$ cat config.mk
export PLATFORM = sky130hd
export DESIGN_NAME = motion_axis_protection
export DESIGN_NICKNAME = d
export VERILOG_FILES = /design/src/hdl/prot_pkg.sv /design/src/hdl/pin_sync.sv /design/src/hdl/motion_axis_protection.sv
export SDC_FILE = /design/constraint.sdc
export NUM_CORES = 2
export LEC_CHECK = 0
export BUFFER_PORTS_ARGS = -buffer_cell sky130_fd_sc_hd__clkbuf_2
export CAP_MARGIN = 10
export CORE_AREA = 2 2 306 308
export CTS_BUF_LIST = sky130_fd_sc_hd__clkbuf_2 sky130_fd_sc_hd__clkbuf_4 sky130_fd_sc_hd__clkbuf_8
export CTS_CLUSTER_SIZE = 40
export DETAILED_ROUTE_END_ITERATION = 6
export DIE_AREA = 0 0 308 310
export GPL_TIMING_DRIVEN = 1
export PLACE_DENSITY = 0.8
export REMOVE_ABC_BUFFERS = 1
export SYNTH_ARGS = -nofsm -noshare
export SYNTH_HDL_FRONTEND = slang
export SYNTH_HIERARCHICAL = 1
export SYNTH_SLANG_ARGS = --single-unit
$ cat constraint.sdc
create_clock -name pclk -period 6.5 [get_ports pclk]
set_clock_uncertainty 0.1 [all_clocks]
set_input_delay 0.325 -clock pclk [delete_from_list [all_inputs] [get_ports pclk]]
set_output_delay 0.325 -clock pclk [all_outputs]
set_load 0.05 [all_outputs]
$ cat src/hdl/prot_pkg.sv
// constants, register map and field layout for the axis protection block
package prot_pkg;

  localparam int NUM_AXES = 8;
  localparam int POS_W = 32;
  localparam int THR_W = 15;
  localparam int ADDR_W = 12;
  localparam int NUM_GIN = 16;

  // following error limit range and value after reset, in quadrature counts
  localparam logic [14:0] THRESH_MIN = 15'h0001;
  localparam logic [14:0] THRESH_MAX = 15'h7FFF;
  localparam logic [14:0] THRESH_RESET = 15'h4000;

  // servo update interval
  localparam int CLK_PERIOD_NS = 8;
  localparam int SERVO_PERIOD_NS = 1000;
  localparam int SERVO_CYCLES = (SERVO_PERIOD_NS + CLK_PERIOD_NS - 1) / CLK_PERIOD_NS;
  localparam int TICK_W = 8;
  localparam logic [7:0] TICK_LAST = 8'(SERVO_CYCLES - 1);

  // register byte offsets
  localparam logic [11:0] CTRL_OFS = 12'h000;
  localparam logic [11:0] OFF_FAULT_OFS = 12'h004;
  localparam logic [11:0] CMD_OFS = 12'h008;
  localparam logic [11:0] STATUS_OFS = 12'h00C;
  localparam logic [11:0] LIMITS_OFS = 12'h010;
  localparam logic [11:0] THRESH_BASE = 12'h020;
  localparam logic [11:0] DEV_BASE = 12'h040;

  // control fields
  localparam int CTRL_SEL_ABORT_BIT = 0;
  localparam int CTRL_LIM_INV_BIT = 1;

  // command fields, write-one pulses
  localparam int CMD_OFF_LSB = 0;
  localparam int CMD_HOLD_LSB = 8;
  localparam int CMD_ABORT_BIT = 16;
  localparam int CMD_RESTART_BIT = 17;

  // status fields
  localparam int STAT_AMP_LSB = 0;
  localparam int STAT_EXCESS_LSB = 8;
  localparam int STAT_OFF_LSB = 16;
  localparam int STAT_FAULT_BIT = 24;
  localparam int STAT_ABORT_BIT = 25;

  // general inputs reused as per-axis aborts, axis 0 first
  localparam int SEL_INPUT_MAP [0:7] = '{5, 6, 7, 8, 13, 14, 15, 16};

  // width of the synchronised pin bundle: abort, general inputs, limits
  localparam int PIN_W = 1 + NUM_GIN + 2 * NUM_AXES;

endpackage

$ cat src/hdl/pin_sync.sv
// two flip-flop synchroniser for a bundle of pin inputs
`timescale 1ns/100ps
module pin_sync #(
  parameter int W = 1,
  parameter logic [W-1:0] RESET_VAL = '0
) (
  input wire logic pclk,
  input wire logic presetn,
  input wire logic [W-1:0] d,
  output logic [W-1:0] q
);

  typedef struct packed {
    logic [W-1:0] stage1;
    logic [W-1:0] stage2;
  } sync_s;

  sync_s r;
  sync_s next_r;

  // stage1 feeds stage2 only
  always_comb
  begin
    next_r.stage1 = d;
    next_r.stage2 = r.stage1;
  end

  always_ff @(posedge pclk or negedge presetn)
  begin
    if (!presetn)
    begin
      r.stage1 <= RESET_VAL;
      r.stage2 <= RESET_VAL;
    end
    else
    begin
      r <= next_r;
    end
  end

  assign q = r.stage2;

endmodule

$ cat src/hdl/motion_axis_protection.sv
// per-axis following error, abort and limit protection with apb registers
// Contract
// - amp enable drops on motor-off, excess error, or abort with off-on-fault
// - each axis has its own independently controlled amp enable
// - all amp enables low during reset and when watchdog fires
// - amp enable output is active high: low disables amplifier
// - shared fault output low while any axis exceeds its error limit
// - fault output low while reset input is held low
// - fault output low while internal failure resets the processor
// - general abort low halts commanded motion at once, no ramp; halt_now is set only at the next servo tick after sync
// - general abort disables amp on axes with off-on-fault enabled
// - general abort without off-on-fault stops and holds axis position
// - selective abort maps inputs 5-8 and 13-16 to axes A-H
// - selective abort acts like general abort on its single axis
// - active forward limit blocks forward motion, decelerates forward move
// - active reverse limit blocks reverse motion, decelerates reverse move
// - limit hit while moving toward it raises limit handler event
// - configuration bit inverts limit switch active polarity
// - per-axis error limit programmable 1 to 32767, reset 16384
// - error limit in counts; error is commanded minus encoder position
// - excess error signals routine, lamp on, amp low, off if off-on-fault
// - excess error handler event each time any axis limit is exceeded
// - current following error of each axis readable at any time
// - per-axis off-on-fault bit, one enables and zero disables
// - after off-on-fault shutdown only restart or hold-here re-enables
`timescale 1ns/100ps
module motion_axis_protection (
  input wire logic pclk,
  input wire logic presetn,
  input wire logic psel,
  input wire logic penable,
  input wire logic pwrite,
  input wire logic [11:0] paddr,
  input wire logic [31:0] pwdata,
  output logic [31:0] prdata,
  output logic pready,
  output logic pslverr,
  input wire logic [7:0][31:0] cmd_pos,
  input wire logic [7:0][31:0] enc_pos,
  input wire logic [7:0] moving_fwd,
  input wire logic [7:0] moving_rev,
  input wire logic watchdog_fire,
  input wire logic self_reset,
  input wire logic abort_n,
  input wire logic [16:1] general_in,
  input wire logic [7:0] fwd_limit_n,
  input wire logic [7:0] rev_limit_n,
  output logic [7:0] amp_drive_allow,
  output logic fault_n,
  output logic error_lamp,
  output logic [7:0] halt_now,
  output logic [7:0] hold_here,
  output logic [7:0] block_fwd,
  output logic [7:0] block_rev,
  output logic [7:0] decel_stop,
  output logic limit_handler_routine,
  output logic excess_deviation_routine
);

  typedef struct packed {
    logic [7:0] tick_cnt;
    logic sel_abort;
    logic lim_invert;
    logic [7:0] disable_on_fault_set;
    logic [7:0][14:0] excess_threshold;
    logic [7:0][31:0] deviation;
    logic [7:0] excess;
    logic [7:0] off_latch;
    logic abort_pend;
    logic [7:0] amp;
    logic fault_n;
    logic lamp;
    logic [7:0] halt;
    logic [7:0] hold;
    logic [7:0] blk_fwd;
    logic [7:0] blk_rev;
    logic [7:0] decel;
    logic [7:0] lim_hit;
    logic lim_evt;
    logic exc_evt;
    logic [31:0] rdata;
    logic ready;
    logic slverr;
  } state_s;

  state_s r;
  state_s next_r;

  logic [prot_pkg::PIN_W-1:0] pins_raw;
  logic [prot_pkg::PIN_W-1:0] pins_s;
  logic abort_n_s;
  logic [16:1] gin_s;
  logic [7:0] fwd_n_s;
  logic [7:0] rev_n_s;

  assign pins_raw = {rev_limit_n, fwd_limit_n, general_in, abort_n};

  // pins idle high, so the reset value reads as nothing active
  pin_sync #(
    .W(prot_pkg::PIN_W),
    .RESET_VAL({prot_pkg::PIN_W{1'b1}})
  ) u_sync (
    .pclk(pclk),
    .presetn(presetn),
    .d(pins_raw),
    .q(pins_s)
  );

  assign abort_n_s = pins_s[0];
  assign gin_s = pins_s[16:1];
  assign fwd_n_s = pins_s[24:17];
  assign rev_n_s = pins_s[32:25];

  always_comb
  begin
    logic tick;
    logic setup;
    logic wr;
    logic hit;
    logic is_thr;
    logic is_dev;
    logic [2:0] idx;
    logic [7:0] cmd_off;
    logic [7:0] cmd_hold;
    logic cmd_abort;
    logic cmd_restart;
    logic gen_abort;
    logic ab;
    logic fa;
    logic ra;
    logic lh;
    logic exc;
    logic [31:0] dev;
    logic [31:0] mag;
    logic [7:0] set_off;
    logic [7:0] clr_off;
    logic [14:0] thr_w;

    tick = 1'b0;
    setup = 1'b0;
    wr = 1'b0;
    hit = 1'b0;
    is_thr = 1'b0;
    is_dev = 1'b0;
    idx = 3'h0;
    cmd_off = 8'h00;
    cmd_hold = 8'h00;
    cmd_abort = 1'b0;
    cmd_restart = 1'b0;
    gen_abort = 1'b0;
    ab = 1'b0;
    fa = 1'b0;
    ra = 1'b0;
    lh = 1'b0;
    exc = 1'b0;
    dev = 32'h0000_0000;
    mag = 32'h0000_0000;
    set_off = 8'h00;
    clr_off = 8'h00;
    thr_w = prot_pkg::THRESH_MIN;

    next_r = r;
    next_r.lim_evt = 1'b0;
    next_r.exc_evt = 1'b0;
    next_r.ready = 1'b0;
    next_r.slverr = 1'b0;

    // servo tick divider
    tick = (r.tick_cnt == prot_pkg::TICK_LAST);
    next_r.tick_cnt = tick ? 8'h00 : r.tick_cnt + 8'h01;

    // apb decode; answer is prepared in the setup cycle so the access
    // phase always completes in its first cycle
    setup = psel && !penable;
    is_thr = (paddr[11:5] == prot_pkg::THRESH_BASE[11:5]) && (paddr[1:0] == 2'h0);
    is_dev = (paddr[11:5] == prot_pkg::DEV_BASE[11:5]) && (paddr[1:0] == 2'h0);
    idx = paddr[4:2];

    if (setup)
    begin
      next_r.ready = 1'b1;
      next_r.rdata = 32'h0000_0000;
      hit = 1'b1;
      if (is_thr)
      begin
        next_r.rdata = {17'h0_0000, r.excess_threshold[idx]};
      end
      else if (is_dev)
      begin
        next_r.rdata = pwrite ? 32'h0000_0000 : r.deviation[idx];
        hit = !pwrite;
      end
      else
      begin
        case (paddr)
          prot_pkg::CTRL_OFS:
          begin
            next_r.rdata[prot_pkg::CTRL_SEL_ABORT_BIT] = r.sel_abort;
            next_r.rdata[prot_pkg::CTRL_LIM_INV_BIT] = r.lim_invert;
          end
          prot_pkg::OFF_FAULT_OFS:
          begin
            next_r.rdata[7:0] = r.disable_on_fault_set;
          end
          prot_pkg::CMD_OFS:
          begin
            next_r.rdata = 32'h0000_0000;
          end
          prot_pkg::STATUS_OFS:
          begin
            next_r.rdata[prot_pkg::STAT_AMP_LSB +: 8] = r.amp;
            next_r.rdata[prot_pkg::STAT_EXCESS_LSB +: 8] = r.excess;
            next_r.rdata[prot_pkg::STAT_OFF_LSB +: 8] = r.off_latch;
            next_r.rdata[prot_pkg::STAT_FAULT_BIT] = !r.fault_n;
            next_r.rdata[prot_pkg::STAT_ABORT_BIT] = !abort_n_s;
            hit = !pwrite;
          end
          prot_pkg::LIMITS_OFS:
          begin
            next_r.rdata[15:0] = {r.blk_rev, r.blk_fwd};
            hit = !pwrite;
          end
          default:
          begin
            hit = 1'b0;
          end
        endcase
      end
      // unmapped or read-only target: error, no data
      next_r.slverr = !hit;
      if (!hit)
      begin
        next_r.rdata = 32'h0000_0000;
      end
    end

    wr = psel && penable && r.ready && pwrite && !r.slverr;
    if (wr)
    begin
      if (is_thr)
      begin
        // zero is outside the legal range and is lifted to the minimum
        thr_w = (pwdata[14:0] == 15'h0000) ? prot_pkg::THRESH_MIN : pwdata[14:0];
        next_r.excess_threshold[idx] = thr_w;
      end
      else
      begin
        case (paddr)
          prot_pkg::CTRL_OFS:
          begin
            next_r.sel_abort = pwdata[prot_pkg::CTRL_SEL_ABORT_BIT];
            next_r.lim_invert = pwdata[prot_pkg::CTRL_LIM_INV_BIT];
          end
          prot_pkg::OFF_FAULT_OFS:
          begin
            next_r.disable_on_fault_set = pwdata[7:0];
          end
          prot_pkg::CMD_OFS:
          begin
            cmd_off = pwdata[prot_pkg::CMD_OFF_LSB +: 8];
            cmd_hold = pwdata[prot_pkg::CMD_HOLD_LSB +: 8];
            cmd_abort = pwdata[prot_pkg::CMD_ABORT_BIT];
            cmd_restart = pwdata[prot_pkg::CMD_RESTART_BIT];
          end
          default:
          begin
            cmd_off = 8'h00;
          end
        endcase
      end
    end

    // abort command waits for the next tick; a new command beats the clear
    if (tick || cmd_restart)
    begin
      next_r.abort_pend = 1'b0;
    end
    if (cmd_abort)
    begin
      next_r.abort_pend = 1'b1;
    end

    gen_abort = !abort_n_s || r.abort_pend;

    for (int i = 0; i < prot_pkg::NUM_AXES; i++)
    begin
      clr_off[i] = cmd_restart || cmd_hold[i];
      set_off[i] = cmd_off[i];
      if (tick)
      begin
        dev = cmd_pos[i] - enc_pos[i];
        mag = dev[31] ? (32'h0000_0000 - dev) : dev;
        exc = mag > {17'h0_0000, r.excess_threshold[i]};
        next_r.deviation[i] = dev;
        next_r.excess[i] = exc;
        if (exc && !r.excess[i])
        begin
          next_r.exc_evt = 1'b1;
        end
        ab = gen_abort
          || (r.sel_abort && !gin_s[prot_pkg::SEL_INPUT_MAP[i]]);
        next_r.halt[i] = ab;
        next_r.hold[i] = ab && !r.disable_on_fault_set[i];
        set_off[i] = set_off[i] || (r.disable_on_fault_set[i] && (ab || exc));
        // limits active low unless inverted
        fa = r.lim_invert ? fwd_n_s[i] : !fwd_n_s[i];
        ra = r.lim_invert ? rev_n_s[i] : !rev_n_s[i];
        next_r.blk_fwd[i] = fa;
        next_r.blk_rev[i] = ra;
        lh = (fa && moving_fwd[i]) || (ra && moving_rev[i]);
        next_r.decel[i] = lh;
        next_r.lim_hit[i] = lh;
        if (lh && !r.lim_hit[i])
        begin
          next_r.lim_evt = 1'b1;
        end
      end
      // shutdown request beats a simultaneous re-enable
      next_r.off_latch[i] = (r.off_latch[i] && !clr_off[i]) || set_off[i];
      next_r.amp[i] = !next_r.off_latch[i] && !next_r.excess[i]
        && !watchdog_fire && !self_reset;
    end

    next_r.fault_n = !((|next_r.excess) || self_reset);
    next_r.lamp = |next_r.excess;
  end

  always_ff @(posedge pclk or negedge presetn)
  begin
    if (!presetn)
    begin
      r <= '0;
      r.excess_threshold <= {prot_pkg::NUM_AXES{prot_pkg::THRESH_RESET}};
    end
    else
    begin
      r <= next_r;
    end
  end

  // high allows the amplifier, low disables it
  assign amp_drive_allow = r.amp;
  assign fault_n = r.fault_n;
  assign error_lamp = r.lamp;
  assign halt_now = r.halt;
  assign hold_here = r.hold;
  assign block_fwd = r.blk_fwd;
  assign block_rev = r.blk_rev;
  assign decel_stop = r.decel;
  assign limit_handler_routine = r.lim_evt;
  assign excess_deviation_routine = r.exc_evt;
  assign prdata = r.rdata;
  assign pready = r.ready;
  assign pslverr = r.slverr;

endmodule

==> results.md <==
- Drt first pass iters: 6
- Total track usage: 0.374
- Multi-input logic area: 33600 sq um
- Final worst-path cycle share: 0.944
- First-pass GRT wire length: 280000 um
- Critical Path RT: 6.97 ns
- Clock transition at path regs: 0.06 ns
- Fin. Hold Viols: 0
- Mapped Avg Cell Area: 8.07 sq um
- Worst min-delay path class: input port to flop
- Hold-fix buffers, CTS: 41
- Reg2Reg Setup Slack: 1.97 ns
- Commonest non-fill, non-tap cells in the layout: 940 x nand2_1, 671 x clkbuf_2, 545 x o21ai_0
- Vias: 52300
- Lkg Pwr: 27.6 nW
- Slew HR: 0.177
- Min-delay src: moving_rev[4]
- Reg2Reg Launch Point: r[383]$_DFFE_PN0P_
- Commonest non-fill, non-tap cell in the layout: nand2_1
- DRC Markers: 0
- Total net switching power: 4.40 mW
- CP Launch Type: input port
- Post-route ant nets: 0
- Global route overflow: 0
- Iteration-0 DRC Markers: 6134
- Cells after Synth: 6295
- Share of cells above drive strength 1: 0.205
- I/O pin total: 698
- Crit path capture type: flop
- Clk buf depth: 3
- Crit path max fanout: 9
- Area of the core: 92500 sq um
- Postcts setup bufs: 0
- DR WL/cell: 22.3 um
- Minimum clock period: 6.13 ns
- Max Slew Vio Count: 0
- Max cap viols: 0
- Cell Int Power: 7.28 mW
- Largest net degree at the start of global routing: 151
- Pin slew with the least headroom to its limit: 1.23 ns
- GP Congestion: 0.999
- Die Ht: 310 um
- Combinational group share of total power: 0.416
- TritonCTS Buffers: 91
- Drt total wl: 184000 um
- Fmax: 0.163 GHz
- Yosys warnings: 6
- Unrepaired setup endpoints after global routing: false
- Setup CP Type: input port to flop
- Layout filler cell count: 8046
- DP HPWL: 148000 um
- PwrDens: 200 nW/um^2
- Vias in the first global route: 49200
- Switching fraction of total power: 0.377
- Synth-to-layout area growth: 15.1%
- Post-Syn Area: 50800 sq um
- # clock sinks: 547
- Die W: 308 um
- Critical Path AT: 6.61 ns
- CP max stage delay: 0.69 ns
- Worst path most repeated cell: a21oi_1
- Resized cells post-CTS: 0
- Placed cell count: 8050
- Nets@finish: 7985
- Vias/cell: 6.33
- Peak VDD IR: 0.000147 V
- H-tree levels: 3
- Die area: 95500 sq um
- Setup Viol. Count Final: 0
- Clock root cell: clkbuf_8
- Clk Latency, worst-skew pair: 0.70 ns
- Initial antenna violation count: 7
- Slowest library cell on the worst path: a2111oi_1
- Status: finished, final reports clean
- Reg power frac: 0.296
- Clock group share of total power: 0.288
- CTS tree: yes
- I/O Buffers: 675
- Sum Neg Setup Slack: 0 ns
- Post-Layout Cell Count: 8269
- Row cnt: 112
- Initial Utilization: 0.549
- FF/Latch Area: 13800 sq um
- Setup crit start: enc_pos[42]
-- path summary, 6_finish.rpt --
kind,to,cells past startpoint
worst max-delay path,error_lamp$_DFF_PN0_,28
worst min-delay path,r[40]$_DFFE_PN0P_,5
worst max register to register,error_lamp$_DFF_PN0_,17
worst min register to register,u_sync/q[27]$_DFF_PN1_,0
max in group asynchronous,r[437]$_DFFE_PN0P_,3
min in group asynchronous,r[202]$_DFFE_PN0P_,2
-- state kept, by name, summed over array words and instances (netlist names) --
name,count
amp_drive_allow,8
block_fwd,8
block_rev,8
error_lamp,1
excess_deviation_routine,1
fault_n,1
halt_now,8
hold_here,8
limit_handler_routine,1
prdata,32
pready,1
pslverr,1
r,419
u_sync/next_r,25
u_sync/q,25
-- per-stage QoR --
step	power (mW)	hold slack (ns)	setup WS, ns	utilization	area (sq um)
2_1_floorplan	6.61	-0.0706	-3.53	-	49000
3_3_place_gp	8.15	0.192	-0.0817	0.606	56000
3_5_place_dp	8.22	0.195	-0.236	0.606	56000
4_1_cts	11.6	0.000704	0.479	0.632	58400
5_1_grt	12.3	0.0393	0.00668	0.632	58500
6_report	11.7	0.0279	0.365	0.632	58500
-- routing by layer --
| layer | routed length [um] | vias to the layer above | GRT usage | share of wire |
|---|---|---|---|---|
| met5 | 24 | - | 0 | 0.00013 |
| met4 | 7280 | 4 | 0.141 | 0.040 |
| met3 | 22300 | 388 | 0.110 | 0.12 |
| met2 | 81000 | 2787 | 0.582 | 0.44 |
| met1 | 73700 | 25000 | 0.492 | 0.40 |
| li1 | - | 24100 | - | - |
-- power by group through the flow --
stage	sequential, mW	combinational (mW)	clock, mW
floorplan	3.51	3.10	0
detailed placement	3.51	4.71	0
CTS	3.45	4.76	3.37
global route	3.45	5.32	3.52
finish	3.45	4.86	3.36
global placement	3.51	4.64	0
-- critical path, delay by kind of cell --
kind | cells | cell delay, ns
compound gates | 13 | 2.88
simple gates | 7 | 1.59
fa+ha+maj | 2 | 0.68
buf+inv | 4 | 0.59
xor+xnor | 2 | 0.52
-- layout make-up --
type / instances / share of cell area
clock buffers: 149 / 0.0314
inverters: 455 / 0.0292
well taps: 1197 / 0.0256
multi-input cells: 4912 / 0.575
clock inverters: 18 / 0.00295
diodes: 11 / 0.000471
repair buffers: 980 / 0.0996
flip-flops and latches: 547 / 0.235
Note: power is estimated with default switching activity, not from simulation.
